### src/core/hbc_pkg.sv
// constants and types shared by the bridge input control block
package hbc_pkg;

	// ****************************************************************
	// timing
	// ****************************************************************
	localparam int CLK_PERIOD_NS = 50;
	localparam int DEGLITCH_NS = 1000;
	localparam int DEAD_NS = 500;
	// least times round up to whole clock cycles
	localparam int DEGLITCH_CYC = (DEGLITCH_NS + CLK_PERIOD_NS - 1) /
		CLK_PERIOD_NS;
	localparam int DEAD_CYC = (DEAD_NS + CLK_PERIOD_NS - 1) / CLK_PERIOD_NS;

	// ****************************************************************
	// register port
	// ****************************************************************
	localparam int ADDR_W = 4;
	localparam int DATA_W = 8;
	localparam logic [3:0] REG_CTRL = 4'h0;
	localparam logic [3:0] REG_STATUS = 4'h1;
	localparam logic [3:0] REG_INT_STATUS = 4'h2;
	localparam logic [3:0] REG_INT_CLEAR = 4'h3;
	localparam logic [3:0] REG_INT_ENABLE = 4'h4;

	// control register fields
	localparam int CTRL_SRC_BIT = 0;
	localparam int CTRL_SCHEME_BIT = 1;
	localparam int CTRL_IN_A_BIT = 2;
	localparam int CTRL_IN_B_BIT = 3;
	localparam logic [7:0] CTRL_MASK = 8'h0f;
	localparam logic [7:0] CTRL_RESET = 8'h00;

	// interrupt fields, shared by status, clear and enable
	localparam int INT_W = 4;
	localparam int INT_UVLO_BIT = 0;
	localparam int INT_OCP_BIT = 1;
	localparam int INT_TSD_BIT = 2;
	localparam int INT_OVP_BIT = 3;
	localparam logic [3:0] INT_RESET = 4'h0;

	// input pin order inside the synchroniser vectors
	localparam int PIN_A = 0;
	localparam int PIN_B = 1;
	localparam int PIN_SLEEP = 2;
	localparam int PIN_N = 3;

	// ****************************************************************
	// types
	// ****************************************************************
	typedef enum logic [1:0] {
		DRV_Z = 2'h0,
		DRV_H = 2'h1,
		DRV_L = 2'h2
	} hbc_drive_e;

	typedef enum logic {
		LEG_DRIVE = 1'h0,
		LEG_DEAD = 1'h1
	} hbc_leg_state_e;

endpackage : hbc_pkg

### src/core/hbc_leg_if.sv
// request and drive state between the decoder and one output leg
`timescale 1ns/1ns
interface hbc_leg_if;
	import hbc_pkg::*;
	hbc_drive_e req;
	hbc_drive_e drive;
	logic dead;
	modport leg (input req, output drive, output dead);
	modport ctl (output req, input drive, input dead);
endinterface : hbc_leg_if

### src/core/hbc_leg.sv
// one output leg: follows the requested state, inserts dead time
`timescale 1ns/1ns
module hbc_leg import hbc_pkg::*; #(
	parameter int DEAD_CYC_P = DEAD_CYC
) (
	input logic clk_in,
	input logic sys_rst_in,
	hbc_leg_if.leg leg_io
);

	localparam int CW = $clog2(DEAD_CYC_P + 1);

	typedef struct packed {
		hbc_leg_state_e mode;
		hbc_drive_e drive;
		logic [CW-1:0] cnt;
	} hbc_leg_s;

	hbc_leg_s st;
	hbc_leg_s next_st;

	// true when the leg would swap between high and low drive
	function automatic logic opposite(hbc_drive_e x, hbc_drive_e y);
		return (x == DRV_H && y == DRV_L) || (x == DRV_L && y == DRV_H);
	endfunction : opposite

	// next state: direct moves to and from high-z, dead gap otherwise
	always_comb begin
		next_st = st;
		unique case (st.mode)
			LEG_DRIVE: begin
				if (opposite(st.drive, leg_io.req)) begin
					next_st.mode = LEG_DEAD;
					next_st.drive = DRV_Z;
					next_st.cnt = CW'(DEAD_CYC_P - 1);
				end else begin
					next_st.drive = leg_io.req;
				end
			end
			LEG_DEAD: begin
				if (st.cnt == '0) begin
					next_st.mode = LEG_DRIVE;
					next_st.drive = leg_io.req;
				end else begin
					next_st.cnt = st.cnt - 1'b1;
				end
			end
		endcase
	end

	// state register
	always_ff @(posedge clk_in) begin
		if (sys_rst_in) begin
			st <= '{mode: LEG_DRIVE, drive: DRV_Z, cnt: '0};
		end else begin
			st <= next_st;
		end
	end

	assign leg_io.drive = st.drive;
	assign leg_io.dead = (st.mode == LEG_DEAD);
endmodule : hbc_leg

### src/core/hbc_input_ctrl.sv
// bridge input control: pin sync, deglitch, decode, dead time, faults
`timescale 1ns/1ns
module hbc_input_ctrl import hbc_pkg::*; #(
	parameter int DEGLITCH_CYC_P = DEGLITCH_CYC,
	parameter int DEAD_CYC_P = DEAD_CYC
) (
	input logic clk_in,
	input logic sys_rst_in,
	input logic pin_input_a_in,
	input logic pin_input_b_in,
	input logic sleep_n_pin_in,
	input logic uvlo_in,
	input logic ocp_in,
	input logic tsd_in,
	input logic overvoltage_in,
	input logic fault_n_pin_in,
	output logic fault_n_pin_out,
	output logic fault_n_pin_oe_out,
	output logic bridge_out_a_hs_out,
	output logic bridge_out_a_ls_out,
	output logic bridge_out_b_hs_out,
	output logic bridge_out_b_ls_out,
	input logic [ADDR_W-1:0] reg_addr_in,
	input logic [DATA_W-1:0] reg_wdata_in,
	input logic reg_wr_in,
	input logic reg_rd_in,
	output logic [DATA_W-1:0] reg_rdata_out,
	output logic irq_out
);

	localparam int DGW = $clog2(DEGLITCH_CYC_P + 1);

	// ****************************************************************
	// state
	// ****************************************************************
	typedef struct packed {
		logic [PIN_N-1:0] sync1;
		logic [PIN_N-1:0] sync2;
		logic [PIN_N-1:0] filt;
		logic [PIN_N-1:0][DGW-1:0] dg_cnt;
		logic [DATA_W-1:0] ctrl;
		logic [INT_W-1:0] int_stat;
		logic [INT_W-1:0] int_en;
		logic [INT_W-1:0] ev_prev;
		logic fault_act;
		logic [DATA_W-1:0] rdata;
	} hbc_ctl_s;

	hbc_ctl_s st;
	hbc_ctl_s next_st;

	logic src_sel;
	logic scheme_sel;
	logic sel_a;
	logic sel_b;
	logic awake;
	logic coast;
	logic ovp_brake;
	hbc_drive_e raw_a;
	hbc_drive_e raw_b;
	logic [INT_W-1:0] ev_now;
	logic [INT_W-1:0] int_clr;
	logic [DATA_W-1:0] status_word;

	hbc_leg_if leg_a_io ();
	hbc_leg_if leg_b_io ();

	// ****************************************************************
	// input selection and decode
	// ****************************************************************

	// control bits and the chosen input pair
	assign src_sel = st.ctrl[CTRL_SRC_BIT];
	assign scheme_sel = st.ctrl[CTRL_SCHEME_BIT];
	assign awake = st.filt[PIN_SLEEP];
	// pins when select is 0, register bits when 1
	assign sel_a = src_sel ? st.ctrl[CTRL_IN_A_BIT] : st.filt[PIN_A];
	assign sel_b = src_sel ? st.ctrl[CTRL_IN_B_BIT] : st.filt[PIN_B];

	// truth tables of the two schemes
	always_comb begin
		raw_a = DRV_L;
		raw_b = DRV_L;
		if (!scheme_sel) begin
			// sel_a is enable, sel_b is phase
			if (sel_a) begin
				raw_a = sel_b ? DRV_H : DRV_L;
				raw_b = sel_b ? DRV_L : DRV_H;
			end
		end else begin
			unique case ({sel_a, sel_b})
				2'h0: begin
					raw_a = DRV_Z;
					raw_b = DRV_Z;
				end
				2'h1: begin
					raw_a = DRV_L;
					raw_b = DRV_H;
				end
				2'h2: begin
					raw_a = DRV_H;
					raw_b = DRV_L;
				end
				2'h3: begin
					raw_a = DRV_L;
					raw_b = DRV_L;
				end
			endcase
		end
	end

	// bridge disabled when both legs idle; overvoltage then brakes
	assign coast = (raw_a == DRV_Z) && (raw_b == DRV_Z);
	assign ovp_brake = overvoltage_in && (!awake || coast);

	// final requests: brake beats sleep, sleep beats decode
	always_comb begin
		if (ovp_brake) begin
			leg_a_io.req = DRV_L;
			leg_b_io.req = DRV_L;
		end else if (!awake) begin
			leg_a_io.req = DRV_Z;
			leg_b_io.req = DRV_Z;
		end else begin
			leg_a_io.req = raw_a;
			leg_b_io.req = raw_b;
		end
	end

	// ****************************************************************
	// output legs
	// ****************************************************************
	hbc_leg #(.DEAD_CYC_P(DEAD_CYC_P)) u_leg_a (
		.clk_in(clk_in),
		.sys_rst_in(sys_rst_in),
		.leg_io(leg_a_io.leg)
	);

	hbc_leg #(.DEAD_CYC_P(DEAD_CYC_P)) u_leg_b (
		.clk_in(clk_in),
		.sys_rst_in(sys_rst_in),
		.leg_io(leg_b_io.leg)
	);

	// transistor gates from the registered leg states
	assign bridge_out_a_hs_out = (leg_a_io.drive == DRV_H);
	assign bridge_out_a_ls_out = (leg_a_io.drive == DRV_L);
	assign bridge_out_b_hs_out = (leg_b_io.drive == DRV_H);
	assign bridge_out_b_ls_out = (leg_b_io.drive == DRV_L);

	// ****************************************************************
	// events and register port
	// ****************************************************************
	assign ev_now = {ovp_brake, tsd_in, ocp_in, uvlo_in};
	assign int_clr = (reg_wr_in && reg_addr_in == REG_INT_CLEAR) ?
		reg_wdata_in[INT_W-1:0] : INT_RESET;
	// fault pin, awake, filtered pins, leg b state, leg a state
	assign status_word = {fault_n_pin_in, awake, st.filt[PIN_B],
		st.filt[PIN_A], leg_b_io.drive, leg_a_io.drive};

	// next state of the whole block
	always_comb begin
		next_st = st;
		// two flops per pin; only the second feeds the filter
		next_st.sync1 = {sleep_n_pin_in, pin_input_b_in,
			pin_input_a_in};
		next_st.sync2 = st.sync1;
		// a new level is taken after it holds for the filter time
		for (int i = 0; i < PIN_N; i++) begin
			if (st.sync2[i] == st.filt[i]) begin
				next_st.dg_cnt[i] = '0;
			end else if (st.dg_cnt[i] == DGW'(DEGLITCH_CYC_P - 1)) begin
				next_st.filt[i] = st.sync2[i];
				next_st.dg_cnt[i] = '0;
			end else begin
				next_st.dg_cnt[i] = st.dg_cnt[i] + 1'b1;
			end
		end
		// sticky flags: a new event wins over a clear
		next_st.ev_prev = ev_now;
		next_st.int_stat = (st.int_stat & ~int_clr) | (ev_now & ~st.ev_prev);
		next_st.fault_act = uvlo_in | ocp_in | tsd_in;
		if (reg_wr_in && reg_addr_in == REG_CTRL) begin
			next_st.ctrl = reg_wdata_in & CTRL_MASK;
		end
		if (reg_wr_in && reg_addr_in == REG_INT_ENABLE) begin
			next_st.int_en = reg_wdata_in[INT_W-1:0];
		end
		// read data stand for one cycle only
		next_st.rdata = '0;
		if (reg_rd_in) begin
			unique case (reg_addr_in)
				REG_CTRL: next_st.rdata = st.ctrl;
				REG_STATUS: next_st.rdata = status_word;
				REG_INT_STATUS: next_st.rdata = DATA_W'(st.int_stat);
				REG_INT_ENABLE: next_st.rdata = DATA_W'(st.int_en);
				default: next_st.rdata = '0;
			endcase
		end
	end

	// state register
	always_ff @(posedge clk_in) begin
		if (sys_rst_in) begin
			st <= '{sync1: '0, sync2: '0, filt: '0, dg_cnt: '0,
				ctrl: CTRL_RESET, int_stat: INT_RESET, int_en: INT_RESET,
				ev_prev: INT_RESET, fault_act: 1'b0, rdata: '0};
		end else begin
			st <= next_st;
		end
	end

	// outputs
	assign reg_rdata_out = st.rdata;
	assign irq_out = |(st.int_stat & st.int_en);
	assign fault_n_pin_out = 1'b0; // open drain: only ever pulls low
	assign fault_n_pin_oe_out = st.fault_act;
endmodule : hbc_input_ctrl

### config.mk
export PLATFORM = sky130hd
export DESIGN_NAME = hbc_input_ctrl
export DESIGN_NICKNAME = d
export VERILOG_FILES = /design/src/core/hbc_pkg.sv /design/src/core/hbc_leg_if.sv /design/src/core/hbc_leg.sv /design/src/core/hbc_input_ctrl.sv
export SDC_FILE = /design/constraint.sdc
export NUM_CORES = 1
export LEC_CHECK = 0
export BUFFER_PORTS_ARGS = -buffer_cell sky130_fd_sc_hd__buf_4
export CAP_MARGIN = 20
export CORE_UTILIZATION = 40
export DETAILED_ROUTE_END_ITERATION = 10
export HOLD_SLACK_MARGIN = 0.02
export PLACE_DENSITY = 0.63
export REMOVE_ABC_BUFFERS = 1
export SLEW_MARGIN = 20
export SYNTH_ARGS = -nofsm -noshare
export SYNTH_HDL_FRONTEND = slang
export SYNTH_SLANG_ARGS = --single-unit
### constraint.sdc
create_clock -name clk_in -period 1.9 [get_ports clk_in]
set_clock_uncertainty 0.15 [all_clocks]
set_input_delay 0.19 -clock clk_in [delete_from_list [all_inputs] [get_ports clk_in]]
set_output_delay 0.19 -clock clk_in [all_outputs]
set_load 0.02 [all_outputs]
==> After elaboration in Yosys (flattened, before gate mapping) <==
Index checks and enable logic that the tools add are counted.
{ "word_totals": {"ff_bits": 63, "input_bits": 24, "output_inout_bits": 15, "word_cells": 125} }
{ "classes": {"add_sub_neg": 5, "n_eq_ne": 27, "mux": 28, "n_bitwise": 14, "n_reduce_logical": 31} }
{ "op_table": {"columns": ["operator", "count"], "rows": [
  ["8-bit case mux with 4 select lines", 1],
  ["7-bit case mux with 2 select lines", 2],
  ["2-bit 2-to-1 mux", 12],
  ["4-bit 2-to-1 mux", 5],
  ["5-bit by 1-bit adder with 5-bit output (second input constant)", 3],
  ["5-bit equality test (second input constant)", 3],
  ["4-bit bitwise AND", 3],
  ["2-bit equality test (second input constant)", 6],
  ["4-bit zero test", 3],
  ["2-bit case mux with 3 select lines", 2],
  ["2-bit by 1-bit equality test with 1-bit output (second input constant)", 5],
  ["2-bit AND reduction", 5],
  ["1-bit logical AND", 9],
  ["3-bit OR reduction", 3],
  ["4-bit by 2-bit equality test with 1-bit output (second input constant)", 2],
  ["2-bit != test (second input constant)", 4],
  ["4-bit inverter", 2],
  ["4-bit by 1-bit subtractor with 4-bit output (second input constant)", 2],
  ["2-bit zero test", 3],
  ["3-bit 2-to-1 mux", 2],
  ["1-bit inverter", 6],
  ["2-bit OR reduction", 3],
  ["4-bit by 1-bit equality test with 1-bit output (second input constant)", 1],
  ["4-bit by 3-bit equality test with 1-bit output (second input constant)", 1],
  ["8 further kinds", 17]
]} }

==> Logic depth before layout (Yosys ltp) <==
Gate-level depths: netlist of run 1.
{ "depth": {"word_depth": 15, "ltp_mapped": 7, "ltp_nobuf": 7} }

==> Cells and area by module <==
From an unflattened synthesis of run 1, not the netlist that was laid out.
{ "unflattened": {"cells_unflattened": 331, "hier_area_um2": 3109.2} }
{ "modules_own_cells": {"columns": ["mod", "n_inst", "cells_each", "area_each_um2", "seq_area_each_um2"], "rows": [
  ["hbc_input_ctrl", 1, 247, 2311.0, 980.9],
  ["hbc_leg", 2, 42, 399.1, 140.1]
]} }

==> Least setup slack after synthesis of run 1 <==
Ideal clock, no wire load.
{ "synth_timing": {"path_kind": "register -> register", "from": "reg st, in the netlist scheme_sel", "to": "reg u_leg_b.st[0] (netlist name)", "setup_time_ns": 0.120, "t_arrival_ns": 1.593, "t_required_ns": 1.630, "setup_slack_ns": 0.037, "stages_incl_launch_ff": 7, "n_path_buf": 1, "synth_period_minus_slack_ns": 1.863, "path_cell_list": "dfxtp_1 -> buf_2 -> or3b_1 -> a21oi_2 -> a31oi_2 -> mux2_4 -> o31a_1"} }
{ "synth_via": {"elab_chain_cells": 11, "elab_cells_between_ends": 16, "cone_classes": "eq/ne: 3; mux: 4; reduce/logical: 9"} }
{ "synth_rtl": {"columns": ["element", "line", "source"], "rows": [
  ["start, declared", "hbc_input_ctrl.sv:49", "hbc_ctl_s st;"],
  ["start signal, assigned", "hbc_input_ctrl.sv:205", "st <= '{sync1: '0, sync2: '0, filt: '0, dg_cnt: '0,"],
  ["start signal, assigned", "hbc_input_ctrl.sv:209", "st <= next_st;"],
  ["2-bit 2-to-1 mux", "hbc_input_ctrl.sv:84", "if (!scheme_sel) begin"],
  ["2-bit zero test", "hbc_input_ctrl.sv:113", "assign coast = (raw_a == DRV_Z) && (raw_b == DRV_Z);"],
  ["1-bit logical AND", "hbc_input_ctrl.sv:113", null],
  ["1-bit logical OR", "hbc_input_ctrl.sv:114", "assign ovp_brake = overvoltage_in && (!awake || coast);"],
  ["1-bit logical AND", "hbc_input_ctrl.sv:114", null],
  ["2-bit 2-to-1 mux (*)", "hbc_input_ctrl.sv:118", "if (ovp_brake) begin"],
  ["2-bit equality test or 2-bit by 1-bit equality test with 1-bit output (tied branches)", "hbc_leg.sv:24", "return (x == DRV_H && y == DRV_L) || (x == DRV_L && y == DRV_H);"],
  ["1-bit logical AND", "hbc_leg.sv:24", null],
  ["1-bit logical OR (*)", "hbc_leg.sv:24", null],
  ["2-bit by 1-bit != test with 1-bit output (no source line) (*)", null, null],
  ["2-bit AND reduction (no source line) (*)", null, null],
  ["end signal, assigned", "hbc_leg.sv:54", "st <= '{mode: LEG_DRIVE, drive: DRV_Z, cnt: '0};"],
  ["end signal, assigned", "hbc_leg.sv:56", "st <= next_st;"],
  ["end, declared", "hbc_leg.sv:19", "hbc_leg_s st;"]
]} }
Mark *: on every way between the ends. The rest lies on a longest branch, timed or not.
A chain may end at the register's enable or synchronous reset.

==> Worst setup path after layout of run 1 <==
{ "layout_timing": {"from": "reg st[45] (netlist name)", "to": "reg u_leg_b.st[0] (netlist name)"} }
{ "layout_via": {"elab_chain_cells": 15, "elab_cells_between_ends": 29, "cone_classes": "eq/ne: 6; mux: 11; reduce/logical: 12"} }
{ "layout_rtl": {"columns": ["element", "line", "source"], "rows": [
  ["1-bit 2-to-1 mux (*)", "hbc_input_ctrl.sv:78", "assign sel_b = src_sel ? st.ctrl[CTRL_IN_B_BIT] : st.filt[PIN_B];"],
  ["2-bit equality test or 2-bit by 1-bit equality test with 1-bit output (tied branches)", "hbc_input_ctrl.sv:91", "unique case ({sel_a, sel_b})"],
  ["2-bit OR reduction (no source line)", null, null],
  ["2-bit case mux with 3 select lines", "hbc_input_ctrl.sv:91", null],
  ["2-bit 2-to-1 mux", "hbc_input_ctrl.sv:84", null],
  ["2-bit zero test", "hbc_input_ctrl.sv:113", null],
  ["1-bit logical AND", "hbc_input_ctrl.sv:113", null],
  ["1-bit logical OR", "hbc_input_ctrl.sv:114", null],
  ["1-bit logical AND", "hbc_input_ctrl.sv:114", null],
  ["2-bit 2-to-1 mux (*)", "hbc_input_ctrl.sv:118", null],
  ["2-bit equality test or 2-bit by 1-bit equality test with 1-bit output (tied branches)", "hbc_leg.sv:24", null],
  ["1-bit logical AND", "hbc_leg.sv:24", null],
  ["1-bit logical OR (*)", "hbc_leg.sv:24", null],
  ["2-bit by 1-bit != test with 1-bit output (no source line) (*)", null, null],
  ["2-bit AND reduction (no source line) (*)", null, null]
]} }
Marks and branches as above.

==> results of run 1 <==
metrics by stage:
step	total power [mW]	instance area [um^2]	hold WS [ns]
3_3_place_gp	1.54	3100	0.246
2_1_floorplan	1.45	2640	0.109
5_1_grt	2.90	3470	0.0309
3_5_place_dp	1.54	3100	0.251
4_1_cts	2.81	3460	0.0231
6_report	2.78	3470	0.0305
metal layers:
| metal | track usage (%) | up-vias | wire length [um] |
|---|---|---|---|
| li1 | - | 1147 | - |
| met1 | 21.5 | 996 | 2750 |
| met2 | 24.9 | 43 | 2370 |
| met3 | 5.25 | 8 | 245 |
| met4 | 8.32 | 0 | 97 |
| met5 | 0 | - | 0 |
synthesized netlist by cell type (2+ instances only):
| cell | instances | area [um^2] |
|---|---|---|
| ha_1 | 5 | 62.6 |
| or3_1 | 4 | 25.0 |
| nor4_1 | 2 | 12.5 |
| a211oi_1 | 4 | 30.0 |
| o22ai_1 | 2 | 12.5 |
| a22oi_1 | 6 | 45.0 |
| nand4b_1 | 2 | 17.5 |
| xor2_1 | 6 | 52.6 |
| nand3b_1 | 2 | 15.0 |
| buf_2 | 2 | 10.0 |
| nand3_1 | 13 | 65.1 |
| a221oi_1 | 4 | 35.0 |
| and2_1 | 5 | 31.3 |
| nor3_1 | 10 | 50.1 |
| nand2_1 | 12 | 45.0 |
| buf_4 | 9 | 67.6 |
| nor2b_1 | 16 | 100 |
| mux2i_1 | 4 | 40.0 |
| nand2b_1 | 14 | 87.6 |
| dfxtp_1 | 63 | 1260 |
| o31a_1 | 2 | 17.5 |
| o21ai_0 | 5 | 25.0 |
| xnor2_1 | 11 | 96.3 |
| inv_1 | 15 | 56.3 |
| a21oi_1 | 22 | 110 |
| nand4_1 | 2 | 12.5 |
| nor3b_1 | 2 | 15.0 |
| nor2_1 | 34 | 128 |
| clkbuf_1 | 5 | 18.8 |
area by class of cell:
type,instances,share of cell area [%]
clock buffers,13,5.16
clock inverters,2,1.08
inverters,15,1.62
multi-input cells,209,38.5
flip-flops and latches,63,36.5
well taps,77,2.78
repair buffers,60,14.3
worst paths after layout:
path | to | startpoint | slack, ns | depth (start not counted)
hold reg to reg | st[48] | next_st[48] | 0.29 | 1
setup / recovery | u_leg_b.st[0] | st[45] | 0.08 | 5
hold / removal | st[23] | reg_wr_in | 0.03 | 3
setup reg to reg | u_leg_b.st[0] | st[45] | 0.08 | 5
worst max-delay path: stages, from the launching register on:
cell and delay, ns:
dfxtp_1 0.34, or3b_1 0.39, a21oi_2 0.15, a31oi_2 0.08, mux2_4 0.34, o31a_1 0.27
power by group:
part           internal, mW  switching, mW  leakage (nW)  total, mW
Combinational        0.0856         0.0818         0.750      0.167
Sequential             1.35         0.0152         0.514       1.36
Clock                 0.742          0.504         0.108       1.25
Total                  2.17          0.601          1.37       2.78
cell families (layout without fill, tap and decap cells):
group,Yosys count,in the layout
compound gates,56,56
simple gates,122,122
xor+xnor,17,17
other cells,1,1
mux,7,7
buf+inv,33,90
flops,63,63
fa+ha+maj,6,6
flip-flops by register name (all words and copies together), names as in the netlist, 2 cells and up:
register and count:
st 34, reg_rdata_out 8, u_leg_a.st 4, u_leg_a.leg_io.drive 2, u_leg_b.leg_io.drive 2, next_st 3, u_leg_b.st 4
timing repair:
| action | 4_1_cts | 5_1_grt |
|---|---|---|
| resized for setup | 1 | 5 |
| pin swaps | 0 | 0 |
| hold endpoints to repair | 14 | 0 |
| hold buffers | 13 | 0 |
| endpoints found under the setup margin | 3 | 5 |
==> results.py, run 1 <==
metrics = {
    "clock_network": {
        "htreeDepth": 3,
        "path_clk_slew_ns": 0.07,
        "cts_max_path_buffers": 2,
        "clk_latency_ns": 0.34,
        "cts_buffers": 9,
        "cts_tree": "built",
        "cts_sinks": 63,
        "root_buffer": "clkbuf_8",
        "post_cts_buffers": 0,
    },
    "routing": {
        "wire_per_inst_um": 12.4,
        "ant_nets": 0,
        "drt_wl_total_mm": 5.46,
        "drt_pass1_iterations": 6,
        "drc": 0,
        "drt_iter0_drc": 123,
        "vias": 2194,
        "viasPerCell": 5.00,
    },
    "yosys": {
        "ys.flop_type": "dfxtp_1",
        "synth_xor_area_share_pct": 5.41,
        "ys_seq_area_share_pct": 45.8,
        "synth_fa_ha_area_share_pct": 2.64,
        "synth_edf_count": 0,
        "async_reset_ff_share_pct": 0,
        "synth_compound_area_share_pct": 13.4,
        "synth_top_family_by_area": "simple AND/OR/NAND/NOR gates",
        "synthMuxAreaShare_pct": 3.23,
        "yosysWarnings": 0,
        "syn_area_mm2": 0.00275,
        "synth-seq-cells": 63,
        "netlist_instances": 305,
        "synth_cell_type_count": 51,
        "syn_area_per_cell_um2": 9.03,
        "synth_simple_gate_area_share_pct": 23.3,
    },
    "placement": {
        "post-place-ws_ns": -0.0637,
        "dp_cells": 411,
        "place_congestion": 0.802,
        "portBuffers": 33,
        "dp_hpwl_mm": 3.77,
    },
    "cells_and_area": {
        "syn_to_final_growth_pct": 25.9,
        "diodes": 0,
        "multi_input_area_mm2": 0.00134,
        "final_common_cell": "dfxtp_1",
        "mostFrequentLayoutCells": "dfxtp_1 (59), buf_4 (46), nor2_1 (34)",
        "fillCellCount": 608,
        "nNetsFinal": 387,
        "final_cells": 439,
        "final_util_pct": 53.4,
        "drive_above_1_share_pct": 20.7,
        "register_area_mm2": 0.00127,
    },
    "timing": {
        "rsz0062_at_grt": "false",
        "setup_viol": 0,
        "slew_viol_final": 0,
        "post-route-period-util_pct": 96.0,
        "hold_viol": 0,
        "fin_ws_ns": 0.0762,
        "fin_setup_tns_ns": 0,
        "finalCriticalPeriod_ns": 1.82,
        "max_freq_ghz": 0.548,
    },
    "hold_path": {
        "worstHoldPathType": "in2reg",
    },
    "global_route": {
        "grt_pass1_vias": 2029,
        "grt_overflow": 0,
        "grt_start_max_net_pins": 43,
        "grt_first_pass_wirelength_mm": 9.29,
        "antenna_found_initial": 0,
        "track_usage_pct": 16.6,
    },
    "worst_setup_path": {
        "path_max_fanout": 4,
        "worstPathArrival_ns": 1.90,
        "crit_path_start_kind": "register",
        "crit_path_end_kind": "register",
        "critPathKind": "reg2reg",
        "cp.required_ns": 1.98,
    },
    "pwr": {
        "p_leak_nw": 1.37,
        "p_per_area_mw_per_mm2": 801,
        "ir_worst_vdd_v": 0.000393,
    },
    "floorplanning": {
        "die_area_mm2": 0.00722,
        "row_count": 29,
        "fp.dieW_um": 85.0,
        "io_pins": 39,
        "die_h_um": 85.0,
        "coreArea_mm2": 0.00649,
        "start_util_pct": 42.4,
    },
    "flow_run": {
        "cap_violations": 0,
    },
    "run_status": {
        "status": "finished, final reports clean",
    },
}
Note: power is estimated with default switching activity, not from simulation.
==> run 2, diff against run 1 <==
--- a/config.mk
+++ b/config.mk
@@ -6,10 +6,10 @@
 export NUM_CORES = 1
 export LEC_CHECK = 0
-export BUFFER_PORTS_ARGS = -buffer_cell sky130_fd_sc_hd__buf_4
 export CAP_MARGIN = 20
 export CORE_UTILIZATION = 40
 export DETAILED_ROUTE_END_ITERATION = 10
+export DONT_BUFFER_PORTS = 1
 export HOLD_SLACK_MARGIN = 0.02
-export PLACE_DENSITY = 0.63
+export PLACE_DENSITY = 0.58
 export REMOVE_ABC_BUFFERS = 1
 export SLEW_MARGIN = 20
==> constraint.sdc (replaced) <==
create_clock -name clk_in -period 1.9 [get_ports clk_in]
set_clock_uncertainty 0.15 [all_clocks]
set_input_delay 0.095 -clock clk_in [delete_from_list [all_inputs] [get_ports clk_in]]
set_output_delay 0.095 -clock clk_in [all_outputs]
set_load 0.02 [all_outputs]
==> run 2 against run 1 <==
Compared with the run above: the run now ends with DRC left; critical path depth is the same; combinational power fell by 7%; wire length is 6.6% higher; global-route usage up 0.98 points; maximum frequency down 1.7%; design area fell by 0.65%; cell count down 3.6%; largest power group is now the clock network; sequential cell count unchanged; sequential power about the same; sequential share of layout area rose by 0.28 points.
==> results.py, run 2 (same netlist as run 1, synthesis figures left out) <==
metrics = {
    "clock_network": {
        "cts_buffers": 9,
        "root_buffer": "clkbuf_8",
        "htreeDepth": 3,
        "cts_sinks": 63,
        "path_clk_slew_ns": 0.07,
        "cts_tree": "built",
        "clk_latency_ns": 0.35,
        "cts_max_path_buffers": 2,
    },
    "worst_setup_path": {
        "path_buf_inv": 0,
        "crit_path_start_kind": "register",
        "crit_path_end_kind": "register",
        "r2r_cells": 5,
        "rrSetupSlack_ns": 0.05,
        "crit_family": "multiplexers",
        "crit_path_start": "src_sel",
        "path_max_fanout": 4,
        "slowest_stage": "mux2_2",
        "r2r-start": "src_sel",
        "critPathKind": "reg2reg",
        "cp.required_ns": 1.98,
        "max_stage_delay_ns": 0.39,
        "path_cells": "mux2_2 -> o22ai_2 -> nor3b_1 -> mux2_4 -> o31a_1",
        "rr_endpoint": "u_leg_b.st[0]",
        "worstPathArrival_ns": 1.93,
    },
    "placement": {
        "post-place-ws_ns": -0.0392,
        "place_congestion": 0.760,
        "dp_hpwl_mm": 3.75,
        "portBuffers": 0,
    },
    "routing": {
        "drt_pass1_iterations": 7,
        "drc": 2,
        "vias": 2178,
        "drt_wl_total_mm": 5.82,
        "ant_nets": 0,
        "viasPerCell": 5.15,
        "wire_per_inst_um": 13.8,
        "drt_iter0_drc": 105,
    },
    "pwr": {
        "p_per_area_mw_per_mm2": 882,
        "p_leak_nw": 1.32,
        "ir_worst_vdd_v": 0.000484,
    },
    "cells_and_area": {
        "largest_register": "st",
        "syn_to_final_growth_pct": 25.1,
        "mostFrequentLayoutCells": "dfxtp_1 (58), nor2_1 (34), dlygate4sd3_1 (27)",
        "multi_input_area_mm2": 0.00134,
        "register_area_mm2": 0.00127,
        "nNetsFinal": 370,
        "drive_above_1_share_pct": 12.7,
        "fillCellCount": 604,
        "final_util_pct": 53.0,
        "final_common_cell": "dfxtp_1",
        "largest_reg_flops": 34,
        "diodes": 0,
    },
    "global_route": {
        "grt_start_max_net_pins": 44,
        "grt_pass1_vias": 2105,
        "grt_first_pass_wirelength_mm": 9.65,
        "grt_overflow": 0,
        "track_usage_pct": 17.5,
        "antenna_found_initial": 0,
    },
    "timing": {
        "setup_viol": 0,
        "max_freq_ghz": 0.539,
        "finalCriticalPeriod_ns": 1.85,
        "post-route-period-util_pct": 97.6,
        "hold_viol": 0,
        "fin_ws_ns": 0.0451,
        "slew_viol_final": 0,
    },
    "hold_path": {
        "hp-start": "overvoltage_in",
        "hold_depth": 3,
        "worstHoldPathType": "in2reg",
        "min_to": "u_leg_b.leg_io.drive[1]",
    },
    "floorplanning": {
        "die_area_mm2": 0.00722,
        "coreArea_mm2": 0.00649,
        "die_h_um": 85.0,
        "row_count": 29,
        "io_pins": 39,
        "start_util_pct": 42.4,
        "fp.dieW_um": 85.0,
    },
    "flow_run": {
        "cap_violations": 0,
    },
    "run_status": {
        "status": "finished with violations",
        "failed_checks": "DRC",
    },
}
-- run 2: layout make-up --
type	instances	share of cell area (%)
multi-input cells	209	38.8
repair buffers	43	12.4
inverters	15	1.64
well taps	77	2.80
clock inverters	6	3.85
clock buffers	10	3.71
flip-flops and latches	63	36.8
-- run 2: what timing repair did --
item,CTS,global route
hold endpoints to repair,63,0
hold buffers,29,0
resized for setup,1,7
gates cloned,0,1
setup endpoints to repair,2,3
setup buffers,0,0
pin swaps,0,0
-- run 2: worst max-delay path by stage --
stage / end / cells after the start
2_1_floorplan: u_leg_a.st[1] / 5
3_3_place_gp: u_leg_b.st[0] / 5
3_5_place_dp: u_leg_b.st[0] / 5
4_1_cts: u_leg_b.st[0] / 5
5_1_grt: u_leg_b.st[0] / 5
6_report: u_leg_b.st[0] / 5
-- run 2: report_power, final --
group          switching [mW]  internal [mW]
Combinational          0.0751         0.0804
Sequential             0.0190           1.35
Clock                   0.516           1.00
-- run 2: stage by stage --
| step | std cells | hold WS [ns] | area (um^2) | total power, mW | TNS (ns) |
|---|---|---|---|---|---|
| after floorplan | 287 | 0.0141 | 2640 | 1.45 | 0 |
| after global placement | 377 | 0.0210 | 2840 | 1.47 | 0 |
| after detailed placement | 377 | 0.0235 | 2840 | 1.48 | -0.0392 |
| after CTS | 422 | 0.0369 | 3400 | 3.07 | 0 |
| after global routing | 423 | 0.0592 | 3440 | 3.18 | -0.00194 |
| final | 423 | 0.0378 | 3440 | 3.04 | 0 |
-- run 2: worst reg2reg max path, cell delays in order (launching register included) --
cell,delay (ns)
dfxtp_2,0.38
mux2_2,0.39
o22ai_2,0.18
nor3b_1,0.09
mux2_4,0.28
o31a_1,0.28
-- run 2: metal layers --
layer,vias up,share of wire [%],global-route usage (%)
met1,1007,48,21.4
met3,5,5.1,8.07
li1,1116,-,-
met2,50,46,26.3
met5,-,0,0
met4,0,0.84,8.17
